$ cat src/include/rbf_pkg.sv
// shared constants and carrier types for the return burst formatter
package rbf_pkg;
	localparam int CELL_BYTES     = 53;
	localparam int PACKET_BYTES   = 188;
	localparam int BYTE_W         = 8;
	localparam int FIFO_DEPTH     = 8;
	localparam int CNT_W          = 16;
	localparam int LOGON_BITS     = 112;
	localparam int PRE_MAX_BITS   = 256;
	localparam int PRE_LEN_W      = 9;
	// capability A and capability C field positions
	localparam int CAPA_SECURITY  = 23;
	localparam int CAPA_NETMGMT   = 22;
	localparam int CAPA_CELLCONN  = 21;
	localparam int CAPA_PACKET    = 20;
	localparam int CAPA_RX_HI     = 19;
	localparam int CAPA_RX_LO     = 18;
	localparam int CAPA_ACQ_REQ   = 17;
	localparam int CAPA_SHARED    = 16;
	localparam int CAPA_SW_HI     = 15;
	localparam int CAPA_SW_LO     = 8;
	localparam int CAPA_HOP_HI    = 7;
	localparam int CAPA_HOP_LO    = 6;
	localparam int CAPA_SLOTTING  = 5;
	localparam int CAPA_CLASS_HI  = 4;
	localparam int CAPA_CLASS_LO  = 3;
	localparam int CAPA_ROUTE_CAP = 2;
	localparam int CAPA_MODE_HI   = 1;
	localparam int CAPA_MODE_LO   = 0;
	localparam int CAPC_MOB_HI    = 6;
	localparam int CAPC_MOB_LO    = 4;
	localparam logic [1:0] RX_RESERVED    = 2'h3;
	localparam logic [1:0] MODE_RESERVED  = 2'h3;
	localparam logic [1:0] VERSION_OLD    = 2'h3;
	localparam logic [1:0] VERSION_NEW    = 2'h2;
	localparam logic [2:0] MOB_LOC_UPDATE = 3'h0;
	localparam logic [2:0] MOB_NONE       = 3'h7;
	localparam logic [7:0] RESERVED_FILL  = 8'h00;
	localparam logic       TYPE_LOGON     = 1'b1;

	typedef enum logic [1:0] {
		RBF_TRAFFIC,
		RBF_UPKEEP,
		RBF_ACQUISITION,
		RBF_LOGON
	} rbf_kind_type;

	typedef struct packed {
		logic       security;
		logic       network_mgmt;
		logic       cell_connect;
		logic       packet_traffic;
		logic [1:0] receivers;
		logic       acq_required;
		logic       shared_outdoor_unit_flag;
		logic [7:0] sw_version;
		logic [1:0] hop_range;
		logic       multi_carrier_slotting;
		logic [1:0] terminal_class;
		logic       route_capable;
		logic [1:0] terminal_mode;
	} rbf_capa_type;

	typedef struct packed {
		rbf_capa_type cap_a;
		logic [47:0]  mac_address;
		logic [15:0]  downlink_route_field;
		logic [4:0]   cap_b;
		logic [1:0]   version;
		logic [7:0]   cap_c;
	} rbf_logon_type;

	typedef struct packed {
		rbf_kind_type   kind;
		logic           packet_mode;
		logic [7:0]     prefix_bytes;
		logic [CNT_W-1:0] slot_bytes;
		logic [CNT_W-1:0] overhead_bytes;
		logic [7:0]     access_field_length;
		logic [PRE_LEN_W-1:0] preamble_bits;
		logic           contention;
		logic           logged_on;
		logic           hub_allows_update;
	} rbf_burst_type;
endpackage

$ cat src/hw/rbf_fifo.sv
// parameterised valid/ready byte fifo for the payload path
`timescale 1ns/100ps
module rbf_fifo #(
	parameter int WIDTH = 8,
	parameter int DEPTH = 8
) (
	input  wire logic             core_clk,
	input  wire logic             nrst,
	input  wire logic [WIDTH-1:0] in_data,
	input  wire logic             in_valid,
	output logic                  in_ready,
	output logic [WIDTH-1:0]      out_data,
	output logic                  out_valid,
	input  wire logic             out_ready
);
	localparam int AW = $clog2(DEPTH);
	logic [WIDTH-1:0] mem [DEPTH];
	logic [AW-1:0]    wr_ptr;
	logic [AW-1:0]    rd_ptr;
	logic [AW:0]      count;
	wire              push = in_valid && in_ready;
	wire              pop  = out_valid && out_ready;

	// full/empty straight from the occupancy count
	assign in_ready  = (count != (AW+1)'(DEPTH));
	assign out_valid = (count != '0);
	assign out_data  = mem[rd_ptr];

	//////////////////////////////////////////////////////////////////////////
	// storage has no reset, it is only read behind a valid count
	always_ff @(posedge core_clk) begin
		if (push) begin
			mem[wr_ptr] <= in_data;
		end
	end

	// pointers wrap at depth
	always_ff @(posedge core_clk) begin
		if (!nrst) begin
			wr_ptr <= '0;
			rd_ptr <= '0;
			count  <= '0;
		end else begin
			if (push) begin
				wr_ptr <= (wr_ptr == AW'(DEPTH - 1)) ? '0 : wr_ptr + AW'(1);
			end
			if (pop) begin
				rd_ptr <= (rd_ptr == AW'(DEPTH - 1)) ? '0 : rd_ptr + AW'(1);
			end
			count <= count + (AW+1)'(push) - (AW+1)'(pop);
		end
	end
endmodule

$ cat src/hw/rbf_logon_word.sv
// packs the logon signalling burst word from capability inputs
`timescale 1ns/100ps
module rbf_logon_word (
	input  wire rbf_pkg::rbf_logon_type          fields,
	output logic [rbf_pkg::LOGON_BITS-1:0]       word,
	output logic                                 fields_ok
);
	// reserved codes in receivers, mode and version are refused
	wire rx_ok   = fields.cap_a.receivers != rbf_pkg::RX_RESERVED;
	wire mode_ok = fields.cap_a.terminal_mode != rbf_pkg::MODE_RESERVED;
	wire ver_ok  = (fields.version == rbf_pkg::VERSION_OLD) ||
		(fields.version == rbf_pkg::VERSION_NEW);

	assign fields_ok = rx_ok && mode_ok && ver_ok;

	// field order fixed; msb of the word goes out first
	// capability A bits pass straight through from the struct, b23 down to b0
	assign word = {fields.cap_a, fields.mac_address, fields.downlink_route_field,
		fields.cap_b, fields.version, fields.cap_c, rbf_pkg::RESERVED_FILL,
		rbf_pkg::TYPE_LOGON};
endmodule

$ cat src/hw/rbf_formatter.sv
// return burst formatter: traffic, upkeep, acquisition and logon bursts to serial bits
`timescale 1ns/100ps
// Overview of operation
// - cell traffic is whole 53-byte cells after an optional byte prefix
// - packet traffic is whole 188-byte transport packets
// - packet traffic optional; advertised by capability A packet bit
// - packet count from slot bytes minus other field bytes
// - upkeep burst: preamble then optional access field bytes
// - upkeep bursts allowed in contention or assigned slots
// - acquisition preamble length and pattern come from slot table inputs
// - logon fields packed in fixed order after the preamble
// - logon type identifier bit always one
// - route field 16 bits, value passed through as given
// - capability A b23..b20 feature flags
// - b19-b18 receiver count, code 11 refused
// - b17 set when acquisition burst needed
// - b16 shared outdoor unit flag
// - b15-b8 system-dependent software version
// - b7-b6 hopping range code
// - b5 dynamic multi-carrier slotting
// - b4-b3 class, b2 route insert capability
// - b1-b0 terminal mode, code 11 refused
// - location update logon only when hub allows it
// - logon only when not logged on
// - guard interval flagged after each burst
// - fields in order, msb first, bytes msb first
// - version 11 or 10 only
// - capability C b6-b4 mobility field
module rbf_formatter (
	input  wire logic                          core_clk,
	input  wire logic                          nrst,
	input  wire logic                          start,
	input  wire rbf_pkg::rbf_burst_type        burst,
	input  wire rbf_pkg::rbf_logon_type        logon,
	input  wire logic [rbf_pkg::PRE_MAX_BITS-1:0] preamble_pattern,
	input  wire logic [7:0]                    in_byte,
	input  wire logic                          in_valid,
	output logic                               in_ready,
	input  wire logic                          bit_enable,
	output logic                               tx_bit,
	output logic                               tx_valid,
	output logic                               tx_first,
	output logic                               tx_guard,
	output logic                               busy,
	output logic                               refused,
	output logic [rbf_pkg::CNT_W-1:0]          unit_count
);
	typedef enum logic [2:0] {
		RBF_IDLE,
		RBF_PREAMBLE,
		RBF_LOGON_BITS,
		RBF_PAYLOAD,
		RBF_GUARD
	} rbf_state_type;

	rbf_state_type                state;
	rbf_pkg::rbf_burst_type       cfg;
	logic [rbf_pkg::LOGON_BITS-1:0] logon_shift;
	logic [rbf_pkg::PRE_MAX_BITS-1:0] pre_shift;
	logic [rbf_pkg::PRE_LEN_W-1:0] pre_left;
	logic [rbf_pkg::CNT_W-1:0]    bytes_left;
	logic [2:0]                   bit_idx;
	logic [7:0]                   cur_byte;
	logic                         byte_loaded;
	logic                         first_pending;
	logic [6:0]                   logon_left;

	// fifo drain side
	logic [7:0] f_data;
	logic       f_valid;
	logic       f_ready;

	// logon word
	logic [rbf_pkg::LOGON_BITS-1:0] logon_word;
	logic                           logon_ok;

	//////////////////////////////////////////////////////////////////////////
	// payload bytes buffered so the source sees back-pressure
	rbf_fifo #(
		.WIDTH (rbf_pkg::BYTE_W),
		.DEPTH (rbf_pkg::FIFO_DEPTH)
	) u_fifo (
		.core_clk  (core_clk),
		.nrst      (nrst),
		.in_data   (in_byte),
		.in_valid  (in_valid),
		.in_ready  (in_ready),
		.out_data  (f_data),
		.out_valid (f_valid),
		.out_ready (f_ready)
	);

	rbf_logon_word u_logon (
		.fields    (logon),
		.word      (logon_word),
		.fields_ok (logon_ok)
	);

	//////////////////////////////////////////////////////////////////////////
	// whole units per slot: division used twice, so kept as a function
	function automatic logic [rbf_pkg::CNT_W-1:0] units_in(
		input logic [rbf_pkg::CNT_W-1:0] avail,
		input logic [rbf_pkg::CNT_W-1:0] unit
	);
		units_in = avail / unit;
	endfunction

	localparam logic [rbf_pkg::CNT_W-1:0] CELL_W = rbf_pkg::CNT_W'(rbf_pkg::CELL_BYTES);
	localparam logic [rbf_pkg::CNT_W-1:0] PKT_W  = rbf_pkg::CNT_W'(rbf_pkg::PACKET_BYTES);

	// room left after other fields; cell bursts also lose the prefix
	wire [rbf_pkg::CNT_W-1:0] room_raw = (burst.slot_bytes > burst.overhead_bytes) ?
		burst.slot_bytes - burst.overhead_bytes : '0;
	wire [rbf_pkg::CNT_W-1:0] prefix_w = rbf_pkg::CNT_W'(burst.prefix_bytes);
	wire [rbf_pkg::CNT_W-1:0] cell_room = (room_raw > prefix_w) ? room_raw - prefix_w : '0;
	wire [rbf_pkg::CNT_W-1:0] n_cells = units_in(cell_room, CELL_W);
	wire [rbf_pkg::CNT_W-1:0] n_pkts  = units_in(room_raw, PKT_W);
	wire [rbf_pkg::CNT_W-1:0] cell_bytes = rbf_pkg::CNT_W'(n_cells * CELL_W);
	wire [rbf_pkg::CNT_W-1:0] pkt_bytes  = rbf_pkg::CNT_W'(n_pkts * PKT_W);
	wire [rbf_pkg::CNT_W-1:0] traffic_bytes = burst.packet_mode ? pkt_bytes :
		cell_bytes + prefix_w;
	wire [rbf_pkg::CNT_W-1:0] upkeep_bytes = rbf_pkg::CNT_W'(burst.access_field_length);

	// packet traffic refused unless capability says it is supported
	wire pkt_ok = !burst.packet_mode || logon.cap_a.packet_traffic;
	wire [2:0] mob = logon.cap_c[rbf_pkg::CAPC_MOB_HI:rbf_pkg::CAPC_MOB_LO];
	wire loc_update = (mob == rbf_pkg::MOB_LOC_UPDATE);
	wire upd_ok = !loc_update || burst.hub_allows_update;
	wire logon_allowed = !burst.logged_on && upd_ok && logon_ok;
	wire kind_ok = (burst.kind == rbf_pkg::RBF_TRAFFIC) ? pkt_ok :
		(burst.kind == rbf_pkg::RBF_LOGON) ? logon_allowed : 1'b1;
	// upkeep takes any slot kind, the contention input changes nothing
	wire take = start && (state == RBF_IDLE);
	wire accept = take && kind_ok;
	wire [rbf_pkg::CNT_W-1:0] load_bytes = (burst.kind == rbf_pkg::RBF_TRAFFIC) ?
		traffic_bytes : (burst.kind == rbf_pkg::RBF_UPKEEP) ? upkeep_bytes : '0;

	// payload byte consumption: pop a byte when none is held
	wire step = bit_enable;
	wire need_byte = (state == RBF_PAYLOAD) && !byte_loaded && (bytes_left != '0);
	assign f_ready = need_byte;
	wire byte_done = step && byte_loaded && (bit_idx == 3'h0);
	wire pay_done = (state == RBF_PAYLOAD) && (bytes_left == '0) && !byte_loaded;
	wire pre_bit = pre_shift[rbf_pkg::PRE_MAX_BITS-1];
	wire logon_bit = logon_shift[rbf_pkg::LOGON_BITS-1];
	wire pay_bit = cur_byte[bit_idx];
	wire after_pre = (burst.kind == rbf_pkg::RBF_LOGON) ? 1'b1 : (load_bytes != '0);

	//////////////////////////////////////////////////////////////////////////
	// burst sequencer
	always_ff @(posedge core_clk) begin
		if (!nrst) begin
			state <= RBF_IDLE;
		end else begin
			unique case (state)
				RBF_IDLE: begin
					if (accept) begin
						state <= RBF_PREAMBLE;
					end
				end
				RBF_PREAMBLE: begin
					if (step && pre_left <= rbf_pkg::PRE_LEN_W'(1)) begin
						state <= (cfg.kind == rbf_pkg::RBF_LOGON) ? RBF_LOGON_BITS :
							(cfg.kind == rbf_pkg::RBF_ACQUISITION) ? RBF_GUARD : RBF_PAYLOAD;
					end else if (pre_left == '0) begin
						state <= (cfg.kind == rbf_pkg::RBF_LOGON) ? RBF_LOGON_BITS :
							(cfg.kind == rbf_pkg::RBF_ACQUISITION) ? RBF_GUARD : RBF_PAYLOAD;
					end
				end
				RBF_LOGON_BITS: begin
					if (step && logon_left == 7'h01) begin
						state <= RBF_GUARD;
					end
				end
				RBF_PAYLOAD: begin
					if (pay_done) begin
						state <= RBF_GUARD;
					end
				end
				RBF_GUARD: begin
					state <= RBF_IDLE;
				end
			endcase
		end
	end

	// capture of burst setup and shift registers
	always_ff @(posedge core_clk) begin
		if (!nrst) begin
			cfg         <= '0;
			pre_shift   <= '0;
			pre_left    <= '0;
			logon_shift <= '0;
			logon_left  <= '0;
			bytes_left  <= '0;
		end else if (accept) begin
			cfg         <= burst;
			pre_shift   <= preamble_pattern;
			pre_left    <= burst.preamble_bits;
			logon_shift <= logon_word;
			logon_left  <= 7'(rbf_pkg::LOGON_BITS);
			bytes_left  <= load_bytes;
		end else begin
			if (state == RBF_PREAMBLE && step && pre_left != '0) begin
				pre_shift <= pre_shift << 1;
				pre_left  <= pre_left - rbf_pkg::PRE_LEN_W'(1);
			end
			if (state == RBF_LOGON_BITS && step) begin
				logon_shift <= logon_shift << 1;
				logon_left  <= logon_left - 7'h01;
			end
			if (f_valid && f_ready) begin
				bytes_left <= bytes_left - rbf_pkg::CNT_W'(1);
			end
		end
	end

	// byte holder: msb first within each byte
	always_ff @(posedge core_clk) begin
		if (!nrst) begin
			cur_byte    <= '0;
			byte_loaded <= 1'b0;
			bit_idx     <= 3'h7;
		end else if (f_valid && f_ready) begin
			cur_byte    <= f_data;
			byte_loaded <= 1'b1;
			bit_idx     <= 3'h7;
		end else if (state == RBF_PAYLOAD && step && byte_loaded) begin
			byte_loaded <= !byte_done;
			bit_idx     <= bit_idx - 3'h1;
		end
	end

	//////////////////////////////////////////////////////////////////////////
	// serial output, all from flip-flops
	always_ff @(posedge core_clk) begin
		if (!nrst) begin
			tx_bit        <= 1'b0;
			tx_valid      <= 1'b0;
			tx_first      <= 1'b0;
			tx_guard      <= 1'b0;
			busy          <= 1'b0;
			refused       <= 1'b0;
			unit_count    <= '0;
			first_pending <= 1'b0;
		end else begin
			busy     <= (state != RBF_IDLE) || accept;
			tx_guard <= (state == RBF_GUARD);
			if (take) begin
				refused       <= !kind_ok;
				unit_count    <= burst.packet_mode ? n_pkts : n_cells;
				first_pending <= kind_ok && after_pre;
			end
			tx_valid <= 1'b0;
			tx_first <= 1'b0;
			if (step && state == RBF_PREAMBLE && pre_left != '0) begin
				tx_bit   <= pre_bit;
				tx_valid <= 1'b1;
			end else if (step && state == RBF_LOGON_BITS) begin
				tx_bit        <= logon_bit;
				tx_valid      <= 1'b1;
				tx_first      <= first_pending;
				first_pending <= 1'b0;
			end else if (step && state == RBF_PAYLOAD && byte_loaded) begin
				tx_bit        <= pay_bit;
				tx_valid      <= 1'b1;
				tx_first      <= first_pending;
				first_pending <= 1'b0;
			end
		end
	end
endmodule

$ cat config.mk
export PLATFORM = sky130hd
export DESIGN_NAME = rbf_formatter
export DESIGN_NICKNAME = d
export VERILOG_FILES = /design/src/include/rbf_pkg.sv /design/src/hw/rbf_fifo.sv /design/src/hw/rbf_logon_word.sv /design/src/hw/rbf_formatter.sv
export SDC_FILE = /design/constraint.sdc
export NUM_CORES = 1
export LEC_CHECK = 0
export BUFFER_PORTS_ARGS = -buffer_cell sky130_fd_sc_hd__buf_2
export CAP_MARGIN = 20
export CORE_ASPECT_RATIO = 0.75
export CORE_MARGIN = 2
export CORE_UTILIZATION = 25
export DETAILED_ROUTE_END_ITERATION = 12
export RECOVER_POWER = 25
export SYNTH_ARGS = -nofsm -noshare
export SYNTH_HDL_FRONTEND = slang
export SYNTH_SLANG_ARGS = --single-unit
$ cat constraint.sdc
create_clock -name core_clk -period 33.8 [get_ports core_clk]
set_input_delay 1.69 -clock core_clk [delete_from_list [all_inputs] [get_ports core_clk]]
set_output_delay 1.69 -clock core_clk [all_outputs]
set_load 0.02 [all_outputs]
==> results.ini <==
[status]
status = complete, but fails checks
violations = max-capacitance violations, max-slew violations

[global_routing]
grt_max_degree = 190
grt_pass1_wl_mm = 144.5
grt_use_total_pct = 14.67
gr-total-overflow = 0
grt_pass1_vias = 25050
grt_antenna_before_repair = 28

[timing]
finalCritPeriodShare_pct = 61.05
fmax_mhz = 48.46
fin_tns_setup_ps = 0
rsz0062_at_grt = no
slew_headroom_pct = -264.6
skew_ps = 29.63
slew_violations = 174
period_needed_ps = 20630
setup-violations-final = 0
finalHoldViolCount = 0
tightest_slew_ps = 5439

[placement]
place.gp.congestion = 0.9303
hpwl_mm = 68.07
portBuffers = 451

[clocking]
cts-root-buf = clkbuf_16
clock_sinks = 509
numCtsBuffers = 55
clock_latency_ps = 640
cts_tree = done
cts_buffer_depth = 3
cts_resized = 0
postCtsSetupRepairBufs = 0
cts.clk_slew.worst_paths_ps = 70
htree_num_levels = 2
ctsHoldBuffers = 0

[critical_path]
critPathMaxStageDelay_ps = 830
path_max_fanout = 18
cp-start-kind = input port
worstSetupPathType = in -> reg
end_kind = flop
cp_slowest_cell = o22ai_1
cp.arrival_ps = 21130
worst-endpoint-required_ps = 34300

[cells_and_area]
seqCellArea_mm2 = 0.01083
drive_gt1_share_pct = 16.64
area_delta_synth_final_pct = 18.32
fill_cells = 12620
multiInputGateArea_mm2 = 0.01729
nets = 4470

[logic_synthesis]
synthTopCellsByArea = dfxtp_1 30%, nand2_1 7.9%, a22oi_1 6.6%
synth_top_cell_by_area = dfxtp_1
synth-edff-count = 64
syn-cell-area_mm2 = 0.02971
syn_avg_cell_area_um2 = 8.309
yosysTopAreaCellShare_pct = 29.98
yosysWarnings = 0
ys_types = 118
syn_inst = 3576
synth_seq_area_share_pct = 36.45
ys_dominant_reg_cell = dfxtp_1
yosys_register_bits = 509
async_flop_share_pct = 0

[detailed_routing]
via_per_inst = 5.057
drt-initial-drc-count = 2949
antenna_left = 0
firstDrtPassIters = 6
drc = 0
dr_total_vias = 27720
routed_wl_mm = 95.33
routedWlPerCell_um = 17.39

[floorplan]
die_area_mm2 = 0.1217
initial_core_util_pct = 25.22
fp.dieW_um = 402.1
num_rows = 109
pin_count = 458
die_y_um = 302.6
core_area_mm2 = 0.1178

[worst_hold_path]
hold_class = reg -> reg

[job]
cap_viol_max_count = 2

metal layers:
| layer | vias to the layer above | GRT usage [%] | routed length, um |
|---|---|---|---|
| li1 | 13560 | - | - |
| met1 | 13140 | 21.81 | 46130 |
| met2 | 839 | 21.39 | 40920 |
| met3 | 160 | 2.398 | 5475 |
| met4 | 16 | 4.726 | 2677 |
| met5 | - | 0 | 116 |
placed cells by master, fill, tap and decap left out, types with 17 or more instances in the layout:
master	instances
a211oi_1	35
or3_1	18
nand3_1	47
buf_2	427
clkbuf_16	55
clkbuf_1	37
a311oi_1	113
nand2_1	626
mux4_2	18
xor2_1	29
and3_1	17
nor3_1	39
o211ai_1	39
ha_1	127
a21o_1	35
dfxtp_1	445
o21ai_1	18
o21a_1	17
o21ai_0	59
o21bai_1	17
and2_1	23
a31oi_1	26
mux2i_1	26
a22oi_1	263
nor2_1	260
a21oi_1	394
nor4_1	17
edfxtp_1	64
inv_1	161
xnor2_1	62
fa_1	42
buf_4	24
layout make-up:
class | instances | area share [%]
Sequential cell | 509 | 30.80
Timing Repair Buffer | 482 | 7.014
Antenna cell | 15 | 0.1068
Clock buffer | 70 | 4.274
Inverter | 169 | 1.819
Clock inverter | 33 | 1.281
Multi-Input combinational cell | 2649 | 49.17
Tap cell | 1554 | 5.530
state kept, by name, summed over array words and instances, names as in the netlist, 4 cells and up:
| signal | flops |
|---|---|
| pre_left | 9 |
| logon_shift | 112 |
| pre_shift | 256 |
| logon_left | 7 |
| u_fifo.mem | 64 |
| cur_byte | 8 |
| u_fifo.count | 4 |
| unit_count | 11 |
| bytes_left | 16 |
final timing paths:
check	depth (start not counted)	slack (ps)	to	from
min reg2reg	2	450	logon_shift[1]$_SDFFE_PP0P_	logon_shift[0]$_SDFFE_PN0P_
max	74	13170	first_pending$_SDFF_PN0_	burst[31]
max reg2reg	12	28640	pre_shift[62]$_SDFFE_PN0P_	state[1]$_SDFFE_PN0P_
min	2	450	logon_shift[1]$_SDFFE_PP0P_	logon_shift[0]$_SDFFE_PN0P_
kinds of logic after synthesis:
logic type      count (synthesis)  synth area share (%)
fa+ha+maj                     174                 8.354
other cells                     1               0.01262
xor+xnor                       94                 2.846
simple gates                 1131                 16.27
compound gates               1189                 27.66
flops                         509                 36.45
mux                            56                 2.783
buf+inv                       422                 5.617
worst max-delay path, delay by kind of cell:
family,cells,cell delay [ps]
AND/OR/NAND/NOR,15,4280
buffers and inverters,8,830
AO/OA/AOI/OAI,36,9510
XOR/XNOR,3,700
multiplexers,2,310
adder cells (fa/ha/maj),10,3780
per-stage QoR:
| stage | hold WS, ps | util [%] | cell area [um^2] | worst slack (ps) | cells |
|---|---|---|---|---|---|
| floorplan | 432.1 | - | 29730 | 16320 | 3580 |
| global placement | 437.3 | 28.19 | 33220 | 12980 | 5362 |
| detailed placement | 442.7 | 28.19 | 33220 | 12870 | 5362 |
| CTS | 448.7 | 29.85 | 35170 | 13510 | 5465 |
| global route | 465.0 | 29.83 | 35150 | 11880 | 5479 |
| finish | 447.0 | 29.84 | 35160 | 13170 | 5481 |
Yosys cell counts (18+ instances only):
library cell / count
clkbuf_1: 213
a21o_1: 35
xor2_1: 29
a211oi_1: 35
ha_1: 127
a31oi_1: 27
xnor2_1: 62
fa_1: 42
nand3_1: 48
mux4_2: 18
inv_1: 162
a21oi_1: 394
o21ai_1: 18
dfxtp_1: 445
o21ai_0: 59
nand2_1: 626
nor2_1: 261
or3_1: 18
and2_1: 23
mux2i_1: 26
edfxtp_1: 64
nor3_1: 40
o211ai_1: 39
a22oi_1: 263
a311oi_1: 113
Power is not shown: default switching activity piles up to over one toggle a cycle in this logic, so the estimate is an artifact.
